### config.mk
export PLATFORM = sky130hd
export DESIGN_NAME = scps_param_set
export DESIGN_NICKNAME = d
export VERILOG_FILES = /design/src/scps_param_set.v
export VERILOG_INCLUDE_DIRS = /design/src
export SDC_FILE = /design/constraint.sdc
export NUM_CORES = 1
export LEC_CHECK = 0
export BUFFER_PORTS_ARGS = -buffer_cell sky130_fd_sc_hd__clkbuf_2
export CAP_MARGIN = 20
export CELL_PAD_IN_SITES_DETAIL_PLACEMENT = 0
export CELL_PAD_IN_SITES_GLOBAL_PLACEMENT = 1
export CORE_MARGIN = 3
export CORE_UTILIZATION = 30
export CTS_BUF_LIST = sky130_fd_sc_hd__clkbuf_4
export DETAILED_ROUTE_END_ITERATION = 12
export HOLD_SLACK_MARGIN = 0.03
export MAX_ROUTING_LAYER = met4
export PLACE_DENSITY = 0.6
export SYNTH_ARGS = -nofsm -noshare
export SYNTH_HDL_FRONTEND = slang
export SYNTH_SLANG_ARGS = --single-unit
### constraint.sdc
create_clock -name CLK -period 6.4 [get_ports CLK]
set_input_delay 0.96 -clock CLK [delete_from_list [all_inputs] [get_ports CLK]]
set_output_delay 0.96 -clock CLK [all_outputs]
set_load 0.05 [all_outputs]
### src/scps_defs.vh
`ifndef SCPS_DEFS_VH
`define SCPS_DEFS_VH
// Register indices; byte address is four times the index
`define SCPS_IDX_CMD        8'h1E
`define SCPS_IDX_MODE       8'h1F
`define SCPS_IDX_TVEL       8'h21
`define SCPS_IDX_ACC        8'h22
`define SCPS_IDX_DEC        8'h23
`define SCPS_IDX_RTPOS      8'h24
`define SCPS_IDX_RTSPD      8'h25
`define SCPS_IDX_RTCUR      8'h26
`define SCPS_IDX_PRST       8'h27
`define SCPS_IDX_TPOS       8'h20
`define SCPS_IDX_FBPOS      8'h28
`define SCPS_IDX_TQSRC      8'h29
`define SCPS_IDX_MAXCUR     8'h2A
// Command word bits
`define SCPS_CMD_SERVO_ON   0
`define SCPS_CMD_PROFILE    1
`define SCPS_CMD_DEV_CLR    2
`define SCPS_CMD_ALM_CLR    3
`define SCPS_CMD_HARD_STOP  4
`define SCPS_CMD_SMOOTH     5
`define SCPS_CMD_RSVD       6
`define SCPS_CMD_RAMP_EN    7
`define SCPS_CMD_AIN_ZERO   8
`define SCPS_CMD_MODE2      9
`define SCPS_CMD_ILIM2      10
`define SCPS_CMD_GAIN2      11
`define SCPS_CMD_ABS_CLR    12
`define SCPS_CMD_ORIGIN     13
`define SCPS_CMD_POS_RST    14
`define SCPS_CMD_ABS_MT_CLR 15
// Mode encodings
`define SCPS_MODE_OFF       8'h00
`define SCPS_MODE_POS       8'h01
`define SCPS_MODE_VEL       8'h02
`define SCPS_MODE_CUR       8'h03
`define SCPS_MODE_HOME      8'h04
`define SCPS_MODE_INERTIA   8'h05
`define SCPS_MODE_FRICTION  8'h06
`define SCPS_MODE_SIMPLE    8'h0E
// Reset values and limits
`define SCPS_RST_TVEL       16'h0064
`define SCPS_RST_ACC        16'h03E8
`define SCPS_RST_DEC        16'h03E8
`define SCPS_MAX_TVEL       16'h2710
`define SCPS_MAX_SPD        16'h2710
`define SCPS_TQSRC_LIMIT    8'h03
`define SCPS_CMD_MASK       16'hFFBF
`define SCPS_RESP_OKAY      2'b00
`define SCPS_RESP_SLVERR    2'b10
`endif

### src/scps_param_set.v
// Operation
// - Bits 0-5: servo on, profile, deviation clear, alarm clear, hard and smooth stop
// - Bits 7-11: ramp enable, analog zero, mode two, current limit two, gain two
// - Bits 12-15: sensor alarm clear, origin, position reset, sensor and turns clear
// - Mode selector 8 bits: 0 off, 1 position, 2 velocity, 3 current; reset zero
// - Modes 4 homing, 5 inertia, 6 friction, 14 simplified; nothing else written
// - Profile target position signed 32-bit, full range, reset zero
// - Profile target velocity 16-bit rpm, 0 to 10000, reset 100
// - Acceleration in 10 rpm/s, full 16-bit range, reset 1000
// - Deceleration used on smooth stop in velocity or profile, reset 1000
// - Real-time position command drives position target in position mode
// - Real-time speed command drives speed in velocity mode, within +/-10000; with torque source 3 it is a speed limit instead
// - Real-time current command drives current in current mode, within motor maximum
// - Position reset bit loads feedback position with the reset value
// - Feedback position is the pulse position used by the position loop
//
// The AXI4-Lite interface to the registers was left to the implementer.
`timescale 1ns/1ns
`include "scps_defs.vh"
module scps_param_set #(
   parameter MAX_CURRENT_DEFAULT = 16'h7FFF
) (
   input  wire        CLK,
   input  wire        NRST,
   input  wire [31:0] S_AXI_AWADDR,
   input  wire        S_AXI_AWVALID,
   output wire        S_AXI_AWREADY,
   input  wire [31:0] S_AXI_WDATA,
   input  wire [3:0]  S_AXI_WSTRB,
   input  wire        S_AXI_WVALID,
   output wire        S_AXI_WREADY,
   output reg  [1:0]  S_AXI_BRESP,
   output reg         S_AXI_BVALID,
   input  wire        S_AXI_BREADY,
   input  wire [31:0] S_AXI_ARADDR,
   input  wire        S_AXI_ARVALID,
   output wire        S_AXI_ARREADY,
   output reg  [31:0] S_AXI_RDATA,
   output reg  [1:0]  S_AXI_RRESP,
   output reg         S_AXI_RVALID,
   input  wire        S_AXI_RREADY,
   input  wire        POS_STEP_VALID,
   input  wire [31:0] POS_STEP,
   output reg  [15:0] CMD_BITS,
   output reg  [7:0]  MODE,
   output reg  [31:0] POS_TARGET,
   output reg  [31:0] PROFILE_TARGET_POS,
   output reg  [15:0] PROFILE_VEL,
   output reg  [15:0] ACCEL,
   output reg  [15:0] ACTIVE_DECEL,
   output reg         DECEL_ACTIVE,
   output reg  [15:0] SPEED_CMD,
   output reg         SPEED_CMD_VALID,
   output reg  [15:0] SPEED_LIMIT,
   output reg         SPEED_LIMIT_VALID,
   output reg  [15:0] CURRENT_CMD,
   output reg         CURRENT_CMD_VALID,
   output reg  [31:0] FEEDBACK_POS
);

   reg  [15:0] cmd_reg;
   reg  [7:0]  mode_reg;
   reg  [31:0] tpos_reg;
   reg  [15:0] tvel_reg;
   reg  [15:0] acc_reg;
   reg  [15:0] dec_reg;
   reg  [31:0] rtpos_reg;
   reg  [15:0] rtspd_reg;
   reg  [15:0] rtcur_reg;
   reg  [31:0] prst_reg;
   reg  [31:0] fbpos_reg;
   reg  [7:0]  tqsrc_reg;
   reg  [15:0] maxcur_reg;
   reg         aw_full_reg;
   reg  [31:0] aw_addr_reg;
   reg         w_full_reg;
   reg  [31:0] w_data_reg;
   reg  [3:0]  w_strb_reg;

   // Merges a write into an old value honouring byte strobes
   function [31:0] merge;
      input [31:0] old;
      input [31:0] data;
      input [3:0]  strb;
      integer i;
      begin
         for (i = 0; i < 4; i = i + 1) begin
            merge[i*8 +: 8] = strb[i] ? data[i*8 +: 8] : old[i*8 +: 8];
         end
      end
   endfunction

   // Clamps a signed 16-bit value to +/- limit
   function [15:0] clamp_s16;
      input [15:0] v;
      input [15:0] lim;
      begin
         if (!v[15] && v > lim) begin
            clamp_s16 = lim;
         end else if (v[15] && (16'h0000 - v) > lim) begin
            clamp_s16 = 16'h0000 - lim;
         end else begin
            clamp_s16 = v;
         end
      end
   endfunction

   function mode_legal;
      input [7:0] m;
      begin
         mode_legal = (m <= `SCPS_MODE_FRICTION) || (m == `SCPS_MODE_SIMPLE);
      end
   endfunction

   // Word-aligned and inside the 256-word register window
   function addr_word_ok;
      input [31:0] a;
      begin
         addr_word_ok = (a[31:10] == 22'h000000) && (a[1:0] == 2'b00);
      end
   endfunction

   // Write channel: address and data taken in either order, one at a time
   wire        wr_fire = aw_full_reg && w_full_reg && !S_AXI_BVALID;
   wire [7:0]  wr_idx  = aw_addr_reg[9:2];
   wire        wr_hit  = addr_word_ok(aw_addr_reg);
   wire [31:0] wr_old;
   reg  [31:0] rd_mux;
   reg         rd_ok;

   assign S_AXI_AWREADY = !aw_full_reg;
   assign S_AXI_WREADY  = !w_full_reg;
   // Only one read in flight: a new address waits until the data are taken
   assign S_AXI_ARREADY = !S_AXI_RVALID;

   function [31:0] read_word;
      input [7:0] idx;
      begin
         case (idx)
            `SCPS_IDX_CMD:    read_word = {16'h0000, cmd_reg};
            `SCPS_IDX_MODE:   read_word = {24'h000000, mode_reg};
            `SCPS_IDX_TPOS:   read_word = tpos_reg;
            `SCPS_IDX_TVEL:   read_word = {16'h0000, tvel_reg};
            `SCPS_IDX_ACC:    read_word = {16'h0000, acc_reg};
            `SCPS_IDX_DEC:    read_word = {16'h0000, dec_reg};
            `SCPS_IDX_RTPOS:  read_word = rtpos_reg;
            `SCPS_IDX_RTSPD:  read_word = {16'h0000, rtspd_reg};
            `SCPS_IDX_RTCUR:  read_word = {16'h0000, rtcur_reg};
            `SCPS_IDX_PRST:   read_word = prst_reg;
            `SCPS_IDX_FBPOS:  read_word = fbpos_reg;
            `SCPS_IDX_TQSRC:  read_word = {24'h000000, tqsrc_reg};
            `SCPS_IDX_MAXCUR: read_word = {16'h0000, maxcur_reg};
            default:          read_word = 32'h00000000;
         endcase
      end
   endfunction

   function idx_mapped;
      input [7:0] idx;
      begin
         case (idx)
            `SCPS_IDX_CMD, `SCPS_IDX_MODE, `SCPS_IDX_TPOS, `SCPS_IDX_TVEL,
            `SCPS_IDX_ACC, `SCPS_IDX_DEC, `SCPS_IDX_RTPOS, `SCPS_IDX_RTSPD,
            `SCPS_IDX_RTCUR, `SCPS_IDX_PRST, `SCPS_IDX_FBPOS, `SCPS_IDX_TQSRC,
            `SCPS_IDX_MAXCUR: idx_mapped = 1'b1;
            default:          idx_mapped = 1'b0;
         endcase
      end
   endfunction

   // Feedback position is read-only: writes to it are refused
   function idx_writable;
      input [7:0] idx;
      begin
         idx_writable = idx_mapped(idx) && (idx != `SCPS_IDX_FBPOS);
      end
   endfunction

   assign wr_old = read_word(wr_idx);
   wire [31:0] wr_val = merge(wr_old, w_data_reg, w_strb_reg);
   wire        wr_ok  = wr_hit && idx_writable(wr_idx);
   wire        wr_en  = wr_fire && wr_ok;

   always @* begin
      rd_ok  = addr_word_ok(S_AXI_ARADDR) && idx_mapped(S_AXI_ARADDR[9:2]);
      rd_mux = rd_ok ? read_word(S_AXI_ARADDR[9:2]) : 32'h00000000;
   end

   always @(posedge CLK) begin
      if (!NRST) begin
         aw_full_reg  <= 1'b0;
         aw_addr_reg  <= 32'h00000000;
         w_full_reg   <= 1'b0;
         w_data_reg   <= 32'h00000000;
         w_strb_reg   <= 4'h0;
         S_AXI_BVALID <= 1'b0;
         S_AXI_BRESP  <= `SCPS_RESP_OKAY;
      end else begin
         if (S_AXI_AWVALID && !aw_full_reg) begin
            aw_full_reg <= 1'b1;
            aw_addr_reg <= S_AXI_AWADDR;
         end
         if (S_AXI_WVALID && !w_full_reg) begin
            w_full_reg <= 1'b1;
            w_data_reg <= S_AXI_WDATA;
            w_strb_reg <= S_AXI_WSTRB;
         end
         if (wr_fire) begin
            S_AXI_BVALID <= 1'b1;
            S_AXI_BRESP  <= wr_ok ? `SCPS_RESP_OKAY : `SCPS_RESP_SLVERR;
         end
         if (S_AXI_BVALID && S_AXI_BREADY) begin
            S_AXI_BVALID <= 1'b0;
            aw_full_reg  <= 1'b0;
            w_full_reg   <= 1'b0;
         end
      end
   end

   // Read data are captured as the address is taken, so a write landing in
   // that same cycle is seen only by the next read
   always @(posedge CLK) begin
      if (!NRST) begin
         S_AXI_RVALID <= 1'b0;
         S_AXI_RRESP  <= `SCPS_RESP_OKAY;
         S_AXI_RDATA  <= 32'h00000000;
      end else if (S_AXI_ARVALID && !S_AXI_RVALID) begin
         S_AXI_RVALID <= 1'b1;
         S_AXI_RDATA  <= rd_mux;
         S_AXI_RRESP  <= rd_ok ? `SCPS_RESP_OKAY : `SCPS_RESP_SLVERR;
      end else if (S_AXI_RVALID && S_AXI_RREADY) begin
         S_AXI_RVALID <= 1'b0;
      end
   end

   // Parameter registers
   always @(posedge CLK) begin
      if (!NRST) begin
         cmd_reg    <= 16'h0000;
         mode_reg   <= `SCPS_MODE_OFF;
         tpos_reg   <= 32'h00000000;
         tvel_reg   <= `SCPS_RST_TVEL;
         acc_reg    <= `SCPS_RST_ACC;
         dec_reg    <= `SCPS_RST_DEC;
         rtpos_reg  <= 32'h00000000;
         rtspd_reg  <= 16'h0000;
         rtcur_reg  <= 16'h0000;
         prst_reg   <= 32'h00000000;
         tqsrc_reg  <= 8'h00;
         maxcur_reg <= MAX_CURRENT_DEFAULT;
      end else begin
         if (wr_en) begin
            case (wr_idx)
               // Reserved bit is forced to zero so a stray write cannot reach it
               `SCPS_IDX_CMD:    cmd_reg <= wr_val[15:0] & `SCPS_CMD_MASK;
               // Illegal mode codes are dropped, keeping the previous mode
               `SCPS_IDX_MODE:   if (mode_legal(wr_val[7:0])) mode_reg <= wr_val[7:0];
               `SCPS_IDX_TPOS:   tpos_reg <= wr_val;
               // Out-of-range velocity saturates rather than being refused
               `SCPS_IDX_TVEL:   tvel_reg <= (wr_val[15:0] > `SCPS_MAX_TVEL)
                                            ? `SCPS_MAX_TVEL : wr_val[15:0];
               `SCPS_IDX_ACC:    acc_reg <= wr_val[15:0];
               `SCPS_IDX_DEC:    dec_reg <= wr_val[15:0];
               `SCPS_IDX_RTPOS:  rtpos_reg <= wr_val;
               // Real-time commands saturate at their bounds as well
               `SCPS_IDX_RTSPD:  rtspd_reg <= clamp_s16(wr_val[15:0], `SCPS_MAX_SPD);
               `SCPS_IDX_RTCUR:  rtcur_reg <= clamp_s16(wr_val[15:0], maxcur_reg);
               `SCPS_IDX_PRST:   prst_reg <= wr_val;
               `SCPS_IDX_TQSRC:  tqsrc_reg <= wr_val[7:0];
               // Top bit kept clear so the signed clamp bounds stay symmetric
               `SCPS_IDX_MAXCUR: maxcur_reg <= {1'b0, wr_val[14:0]};
               default:          prst_reg <= prst_reg;
            endcase
         end else if (cmd_reg[`SCPS_CMD_POS_RST]) begin
            // Position reset acts once; the bit self-clears after loading
            cmd_reg[`SCPS_CMD_POS_RST] <= 1'b0;
         end
      end
   end

   // Feedback position: reset load wins over motion steps in the same cycle
   always @(posedge CLK) begin
      if (!NRST) begin
         fbpos_reg <= 32'h00000000;
      end else if (cmd_reg[`SCPS_CMD_POS_RST]) begin
         fbpos_reg <= prst_reg;
      // Steps wrap modulo 2^32, like a free-running pulse counter
      end else if (POS_STEP_VALID) begin
         fbpos_reg <= fbpos_reg + POS_STEP;
      end
   end

   // Mode and source decodes shared by several outputs
   wire        vel_mode  = (mode_reg == `SCPS_MODE_VEL);
   wire        speed_lim = (tqsrc_reg == `SCPS_TQSRC_LIMIT);

   // Position target holds its last value outside position control
   always @(posedge CLK) begin
      if (!NRST) begin
         POS_TARGET <= 32'h00000000;
      end else if (mode_reg == `SCPS_MODE_POS) begin
         POS_TARGET <= rtpos_reg;
      end
   end

   // Decoded command outputs
   always @(posedge CLK) begin
      if (!NRST) begin
         CMD_BITS           <= 16'h0000;
         MODE               <= `SCPS_MODE_OFF;
         PROFILE_TARGET_POS <= 32'h00000000;
         PROFILE_VEL        <= `SCPS_RST_TVEL;
         ACCEL              <= `SCPS_RST_ACC;
         ACTIVE_DECEL       <= `SCPS_RST_DEC;
         DECEL_ACTIVE       <= 1'b0;
         SPEED_CMD          <= 16'h0000;
         SPEED_CMD_VALID    <= 1'b0;
         SPEED_LIMIT        <= 16'h0000;
         SPEED_LIMIT_VALID  <= 1'b0;
         CURRENT_CMD        <= 16'h0000;
         CURRENT_CMD_VALID  <= 1'b0;
         FEEDBACK_POS       <= 32'h00000000;
      end else begin
         CMD_BITS           <= cmd_reg;
         MODE               <= mode_reg;
         PROFILE_TARGET_POS <= tpos_reg;
         PROFILE_VEL        <= tvel_reg;
         ACCEL              <= acc_reg;
         ACTIVE_DECEL       <= dec_reg;
         // Smooth stop ramps down only where a ramp exists: velocity or profile
         DECEL_ACTIVE       <= cmd_reg[`SCPS_CMD_SMOOTH] &&
                               (vel_mode || cmd_reg[`SCPS_CMD_PROFILE]);
         SPEED_CMD_VALID    <= vel_mode && !speed_lim;
         SPEED_CMD          <= rtspd_reg;
         SPEED_LIMIT_VALID  <= speed_lim;
         SPEED_LIMIT        <= rtspd_reg;
         CURRENT_CMD_VALID  <= (mode_reg == `SCPS_MODE_CUR);
         // Clamped again here so a lowered maximum takes effect at once
         CURRENT_CMD        <= clamp_s16(rtcur_reg, maxcur_reg);
         FEEDBACK_POS       <= fbpos_reg;
      end
   end

endmodule // scps_param_set

==> results of run 1 <==
-- routing by layer --
| layer | routed length [um] | vias up | share of wire [%] | track usage [%] |
|---|---|---|---|---|
| met3 | 12600 | 278 | 9.0 | 7.09 |
| met4 | 4980 | 0 | 3.5 | 10.9 |
| li1 | - | 12900 | - | - |
| met5 | 0 | - | 0 | - |
| met1 | 63700 | 13500 | 45 | 40.9 |
| met2 | 59400 | 1487 | 42 | 42.4 |
-- critical path: stages (launching register included) --
cell	delay, ns
dfxtp_2	0.72
buf_4	0.32
nor3b_1	0.21
buf_4	0.19
nand2_1	0.12
a32o_1	0.33
a211oi_1	0.27
or2_2	0.20
inv_1	0.06
ha_1	0.27
o2111ai_2	0.16
buf_4	0.21
nor2_1	0.05
xnor2_1	0.12
ha_1	0.18
a21oi_1	0.18
nor2_1	0.06
a2111oi_0	0.37
buf_4	0.18
a21o_1	0.10
a31oi_1	0.04
o31ai_1	0.27
o31ai_2	0.12
and2_1	0.20
buf_4	0.18
a31oi_1	0.18
nor2_1	0.06
a221o_1	0.25
-- cells in the mapped netlist, types with 30 or more instances --
master / instances / area share (%)
xnor2_1: 31 / 1.0
a31oi_1: 34 / 0.78
nand2_1: 463 / 6.4
dfxtp_1: 564 / 42
a22oi_1: 94 / 2.6
nand3_1: 58 / 1.1
ha_1: 93 / 4.3
clkbuf_1: 192 / 2.6
nand2b_1: 47 / 1.1
nor3_1: 35 / 0.64
o21ai_0: 96 / 1.8
inv_1: 50 / 0.69
and2_1: 160 / 3.7
a21oi_1: 426 / 7.8
o211ai_1: 30 / 0.83
nor2_1: 340 / 4.7
mux2i_1: 66 / 2.4
-- layout make-up --
type / count / area [um2] / area share (%)
antenna: 14 / 35.0 / 0.105
clock buffer: 236 / 1770 / 5.30
clock inverter: 51 / 309 / 0.925
inverter: 59 / 229 / 0.686
multi-input combinational: 2443 / 14600 / 43.8
sequential: 564 / 11300 / 33.8
tap: 1165 / 1460 / 4.36
timing repair buffer: 601 / 3670 / 11.0
-- what timing repair did --
| action | CTS | global route |
|---|---|---|
| buffers inserted | 0 | 0 |
| hold buffers | 32 | 0 |
| hold endpoints to repair | 32 | 0 |
| resized for setup | 0 | 0 |
-- worst paths after layout --
check / startpoint / depth (start not counted) / end
setup / recovery: aw_addr_reg[3]$_SDFFE_PN0P_ / 27 / rtcur_reg[2]$_SDFFE_PN0P_
setup reg to reg: aw_addr_reg[3]$_SDFFE_PN0P_ / 27 / rtcur_reg[2]$_SDFFE_PN0P_
hold reg to reg: w_data_reg[11]$_SDFFE_PN0P_ / 2 / w_data_reg[11]$_SDFFE_PN0P_
hold / removal: S_AXI_AWADDR[0] / 3 / aw_addr_reg[0]$_SDFFE_PN0P_
-- kinds of logic (layout without fill, tap and decap cells) --
logic type / count (synthesis) / after routing / share of synthesized area [%]
AO/OA/AOI/OAI: 933 / 933 / 22.1
XOR/XNOR: 45 / 45 / 1.45
adder cells (fa/ha/maj): 94 / 94 / 4.35
buffers and inverters: 320 / 947 / 5.02
flip-flops: 564 / 564 / 41.5
multiplexers: 88 / 88 / 3.51
other: 1 / 17 / 0.0138
AND/OR/NAND/NOR: 1280 / 1280 / 22.1
-- power groups by stage --
stage / sequential [mW] / combinational (mW) / clock [mW]
after CTS: 3.68 / 1.04 / 3.57
final: 3.68 / 1.05 / 3.46
after floorplan: 3.76 / 0.591 / 0
after global routing: 3.68 / 1.12 / 3.75
after global placement: 3.75 / 1.03 / 0
after detailed placement: 3.76 / 1.02 / 0
-- metrics by stage --
| step | setup slack [ns] | instance area [um2] | utilization (%) | hold slack [ns] | cells |
|---|---|---|---|---|---|
| 2_1_floorplan | 1.03 | 27200 | - | 0.431 | 3327 |
| 3_3_place_gp | 0.767 | 30900 | 34.7 | 0.441 | 4798 |
| 3_5_place_dp | 0.768 | 30900 | 34.7 | 0.442 | 4799 |
| 4_1_cts | 0.711 | 33300 | 37.4 | 0.0315 | 5118 |
| 5_1_grt | 0.299 | 33400 | 37.4 | 0.0885 | 5129 |
| 6_report | 0.629 | 33400 | 37.4 | 0.156 | 5133 |
==> impl_metrics.py, run 1 <==
metrics = {
    "outcome": {
        "status": "complete, no violations",
    },
    "timing": {
        "finalSetupTns_ns": 0,
        "fin_crit_ns": 5.77,
        "finalSetupViolCount": 0,
        "final.period_utilization_pct": 90.2,
        "worstMarginPinSlew_ns": 1.07,
        "slew_headroom_pct": 28.4,
        "rsz0062_at_grt": "false",
        "timing.fmax_mhz": 173,
        "final_max_slew_viol_count": 0,
        "hold_violations": 0,
        "skew_ns": 0.101,
    },
    "yosys": {
        "synth-edff-count": 0,
        "synth_cell_types": 96,
        "synth.ff_latch_count": 564,
        "async_flop_share_pct": 0,
        "netlist_area_mm2": 0.0272,
        "synthCells": 3325,
        "avgSynthCellArea_um2": 8.18,
        "ys_warn_count": 0,
        "yosysSeqAreaShare_pct": 41.5,
        "synth_flop_cell": "dfxtp_1",
    },
    "die": {
        "rows": 109,
        "die_w_um": 307,
        "die_area_mm2": 0.0943,
        "initial_core_util_pct": 30.5,
        "core_mm2": 0.0892,
        "io_pins": 401,
        "die_h_um": 307,
    },
    "layout": {
        "syn2layout_area_growth_pct": 22.8,
        "mostFrequentLayoutCells": "562 x dfxtp_1, 463 x nand2_1, 426 x a21oi_1, 396 x clkbuf_2, 337 x nor2_1",
        "final_common_cell": "dfxtp_1",
        "fill_cells": 9489,
        "nets": 4065,
        "layout-drive-gt1-share_pct": 22.8,
    },
    "cts": {
        "root_buffer": "clkbuf_4",
        "cts_buffer_depth": 3,
        "numCtsBuffers": 162,
        "clkLatencyLatePin_ns": 1.09,
        "cts-htree-levels": 4,
        "path_clk_slew_ns": 0.07,
        "cts.sinks": 564,
        "cts_tree": "yes",
    },
    "power_and_ir_drop": {
        "p_total_mw": 8.19,
        "power_leakage_nw": 14.0,
        "p_seq_share_pct": 45.0,
        "cellPowerDensity_mw_per_mm2": 245,
        "clock_power_share_pct": 42.3,
        "vdd_drop_max_uv": 149,
        "power.share.switching_pct": 29.5,
        "switchingPower_mw": 2.41,
        "comb_power_share_pct": 12.8,
        "internal_power_mw": 5.77,
    },
    "global_routing": {
        "antenna_found_initial": 12,
        "overflow": 0,
        "grt_usage_pct": 29.8,
        "grt_max_degree": 139,
        "grt_pass1_wl_mm": 198,
        "grt_pass1_vias": 26500,
    },
    "critical_path": {
        "crit_path_end_kind": "flip-flop",
        "critPathLaunchType": "flip-flop",
        "worstPathArrival_ns": 6.71,
        "rrSetupSlack_ns": 0.63,
        "worst-path-max-fanout": 25,
        "critPathRequiredTime_ns": 7.34,
        "worstSetupPathType": "reg -> reg",
    },
    "routing": {
        "drcViolationCount": 0,
        "avgRoutedWirePerCell_um": 27.4,
        "drt-pass1-iter-count": 6,
        "drt_first_iter_violations": 3276,
        "ant_nets": 0,
        "vias": 28200,
        "vias_per_cell": 5.49,
        "wirelength_mm": 141,
    },
    "flow_run": {
        "max-cap-violations": 0,
    },
    "placed_design": {
        "gp_congestion": 1.04,
        "numPortBuffers": 397,
        "detailed_place_hpwl_mm": 106,
    },
    "min_path": {
        "hold_class": "in -> reg",
    },
}
(Power assumes the default switching activity.)
==> run 2, diff against run 1 <==
- PLACE_DENSITY: 0.6 -> not set
- PLACE_DENSITY_LB_ADDON: not set -> 0.1
==> run 2 against run 1 <==
Compared with the run above:
- maximum frequency is 4.6% lower
- sequential power hardly changed
- register-to-register slack worse by 0.28 ns
- final cell count is 1.1% higher
- non-clock buffer count is 74 higher
- power is 0.93% higher
- via count is 3.7% higher
- global-route usage is 3.2 points higher
- combinational power is 9% higher
- critical endpoint unchanged
==> impl_metrics.py, run 2 (synthesis gave the netlist of run 1 again) <==
metrics = {
    "outcome": {
        "status": "complete, no violations",
    },
    "global_routing": {
        "grt_pass1_vias": 27700,
        "overflow": 0,
        "antenna_found_initial": 15,
        "met2_usage_pct": 48.3,
        "grt_pass1_wl_mm": 215,
        "grt_usage_pct": 32.9,
        "busiest_layer": "met2",
        "grtUsageMet1_pct": 46.0,
        "grt_max_degree": 107,
        "grtUsageMet3_pct": 5.92,
    },
    "timing": {
        "slew_headroom_pct": 12.7,
        "timing.fmax_mhz": 165,
        "final.period_utilization_pct": 94.5,
        "rsz0062_at_grt": "false",
        "final_max_slew_viol_count": 0,
        "setup_ws_ns": 0.350,
        "worstMarginPinSlew_ns": 1.31,
        "skew_ns": 0.0797,
        "finalSetupTns_ns": 0,
        "finalSetupViolCount": 0,
        "holdWs_ns": 0.168,
        "fin_crit_ns": 6.05,
        "hold_violations": 0,
    },
    "power_and_ir_drop": {
        "internal_power_mw": 5.80,
        "switchingPower_mw": 2.46,
        "power.share.switching_pct": 29.8,
        "p_total_mw": 8.26,
        "vdd_drop_max_uv": 144,
        "cellPowerDensity_mw_per_mm2": 243,
        "clock_power_share_pct": 41.7,
        "p_seq_share_pct": 44.5,
        "power_leakage_nw": 14.4,
        "comb_power_share_pct": 13.8,
    },
    "die": {
        "initial_core_util_pct": 30.5,
        "rows": 109,
        "core_mm2": 0.0892,
        "io_pins": 401,
        "die_w_um": 307,
        "die_h_um": 307,
        "die_area_mm2": 0.0943,
    },
    "layout": {
        "nets": 4136,
        "mostFrequentLayoutCells": "562 x dfxtp_1, 463 x nand2_1, 426 x a21oi_1, 396 x clkbuf_2, 335 x nor2_1",
        "layout-drive-gt1-share_pct": 23.7,
        "syn2layout_area_growth_pct": 25.3,
        "final_area_mm2": 0.0341,
        "final_common_cell": "dfxtp_1",
    },
    "routing": {
        "avgRoutedWirePerCell_um": 29.9,
        "drcViolationCount": 0,
        "wirelength_mm": 155,
        "ant_nets": 0,
        "vias": 29200,
        "drt_first_iter_violations": 3348,
        "drt-pass1-iter-count": 9,
        "vias_per_cell": 5.63,
    },
    "cts": {
        "cts_buffer_depth": 3,
        "cts.sinks": 564,
        "cts_tree": "yes",
        "path_clk_slew_ns": 0.06,
        "root_buffer": "clkbuf_4",
        "numCtsBuffers": 159,
        "cts-htree-levels": 4,
        "cts.repair.resized": 0,
        "clkLatencyLatePin_ns": 1.10,
    },
    "critical_path": {
        "max_stage_delay_ns": 0.51,
        "worstSetupPathType": "reg -> reg",
        "path_cells": "and4b_1 -> and3_1 -> a221oi_1 -> nand4b_1 -> a211o_1 -> buf_4 -> or4_4 -> nor3_1 -> xnor2_1 -> ha_1 -> a21oi_1 -> nor2_1 -> a2111oi_0 -> buf_4 -> a21o_1 -> a31oi_1 -> o31ai_1 -> o31ai_2 -> and2_1 -> buf_4 -> a31oi_1 -> nor2_1 -> a221o_1",
        "slowest_stage": "a2111oi_0",
        "crit_path_end_kind": "flip-flop",
        "path_delay_family": "compound AO/OA/AOI/OAI gates",
        "worstPathArrival_ns": 6.98,
        "cp_num_buf_inv": 3,
        "critPathLaunchType": "flip-flop",
        "critPathRequiredTime_ns": 7.33,
        "cpMostUsedCell": "buf_4",
        "worst-path-max-fanout": 12,
    },
    "placed_design": {
        "detailed_place_hpwl_mm": 119,
        "place_area_mm2": 0.0314,
        "place_ws_ns": 0.532,
        "gp_congestion": 0.933,
        "numPortBuffers": 397,
    },
    "flow_run": {
        "max-cap-violations": 0,
    },
    "min_path": {
        "hold_class": "in -> reg",
    },
}
## run 2: routing by layer
| metal | share of wire, % | wire [um] | up-vias |
|---|---|---|---|
| li1 | - | - | 13000 |
| met1 | 47 | 72500 | 14300 |
| met2 | 43 | 66800 | 1564 |
| met3 | 7.5 | 11600 | 239 |
| met4 | 2.7 | 4160 | 0 |
| met5 | 0 | 0 | - |
## run 2: metrics by stage
stage,cells,utilization (%)
floorplan,3327,-
global placement,4843,35.2
detailed placement,4846,35.2
CTS,5179,38.1
global route,5185,38.2
finish,5189,38.2
## run 2: final cells by class
type	count	area (um2)
Fill cell	9424	55100
Tap cell	1165	1460
Multi-Input combinational cell	2443	14700
Antenna cell	8	20.0
Clock buffer	241	1810
Timing Repair Buffer	675	4360
Sequential cell	564	11300
Clock inverter	34	235
Inverter	59	229
## run 2: tightest hold or removal path: stages
cell	delay [ns]
clkbuf_2	0.08
nand2_1	0.05
a21oi_1	0.06
## run 2: path summary, 6_finish.rpt
kind                               startpoint                            to  slack, ns  cells after the start
setup / recovery  aw_addr_reg[7]$_SDFFE_PN0P_     rtcur_reg[2]$_SDFFE_PN0P_       0.35                     23
hold / removal               S_AXI_AWADDR[27]  aw_addr_reg[27]$_SDFFE_PN0P_       0.17                      3
setup reg to reg  aw_addr_reg[7]$_SDFFE_PN0P_     rtcur_reg[2]$_SDFFE_PN0P_       0.35                     23
hold reg to reg   POS_TARGET[28]$_SDFFE_PN0N_   POS_TARGET[28]$_SDFFE_PN0N_       0.46                      2
## run 2: repair_timing
action / in CTS / in global routing
buffers inserted: 0 / 0
hold buffers: 58 / 0
hold endpoints to repair: 58 / 0
## run 2: power groups by stage
stage	combinational, mW	sequential [mW]	clock [mW]
floorplan	0.591	3.76	0
global placement	1.09	3.75	0
detailed placement	1.10	3.75	0
CTS	1.13	3.67	3.55
global route	1.22	3.68	3.74
finish	1.14	3.67	3.45
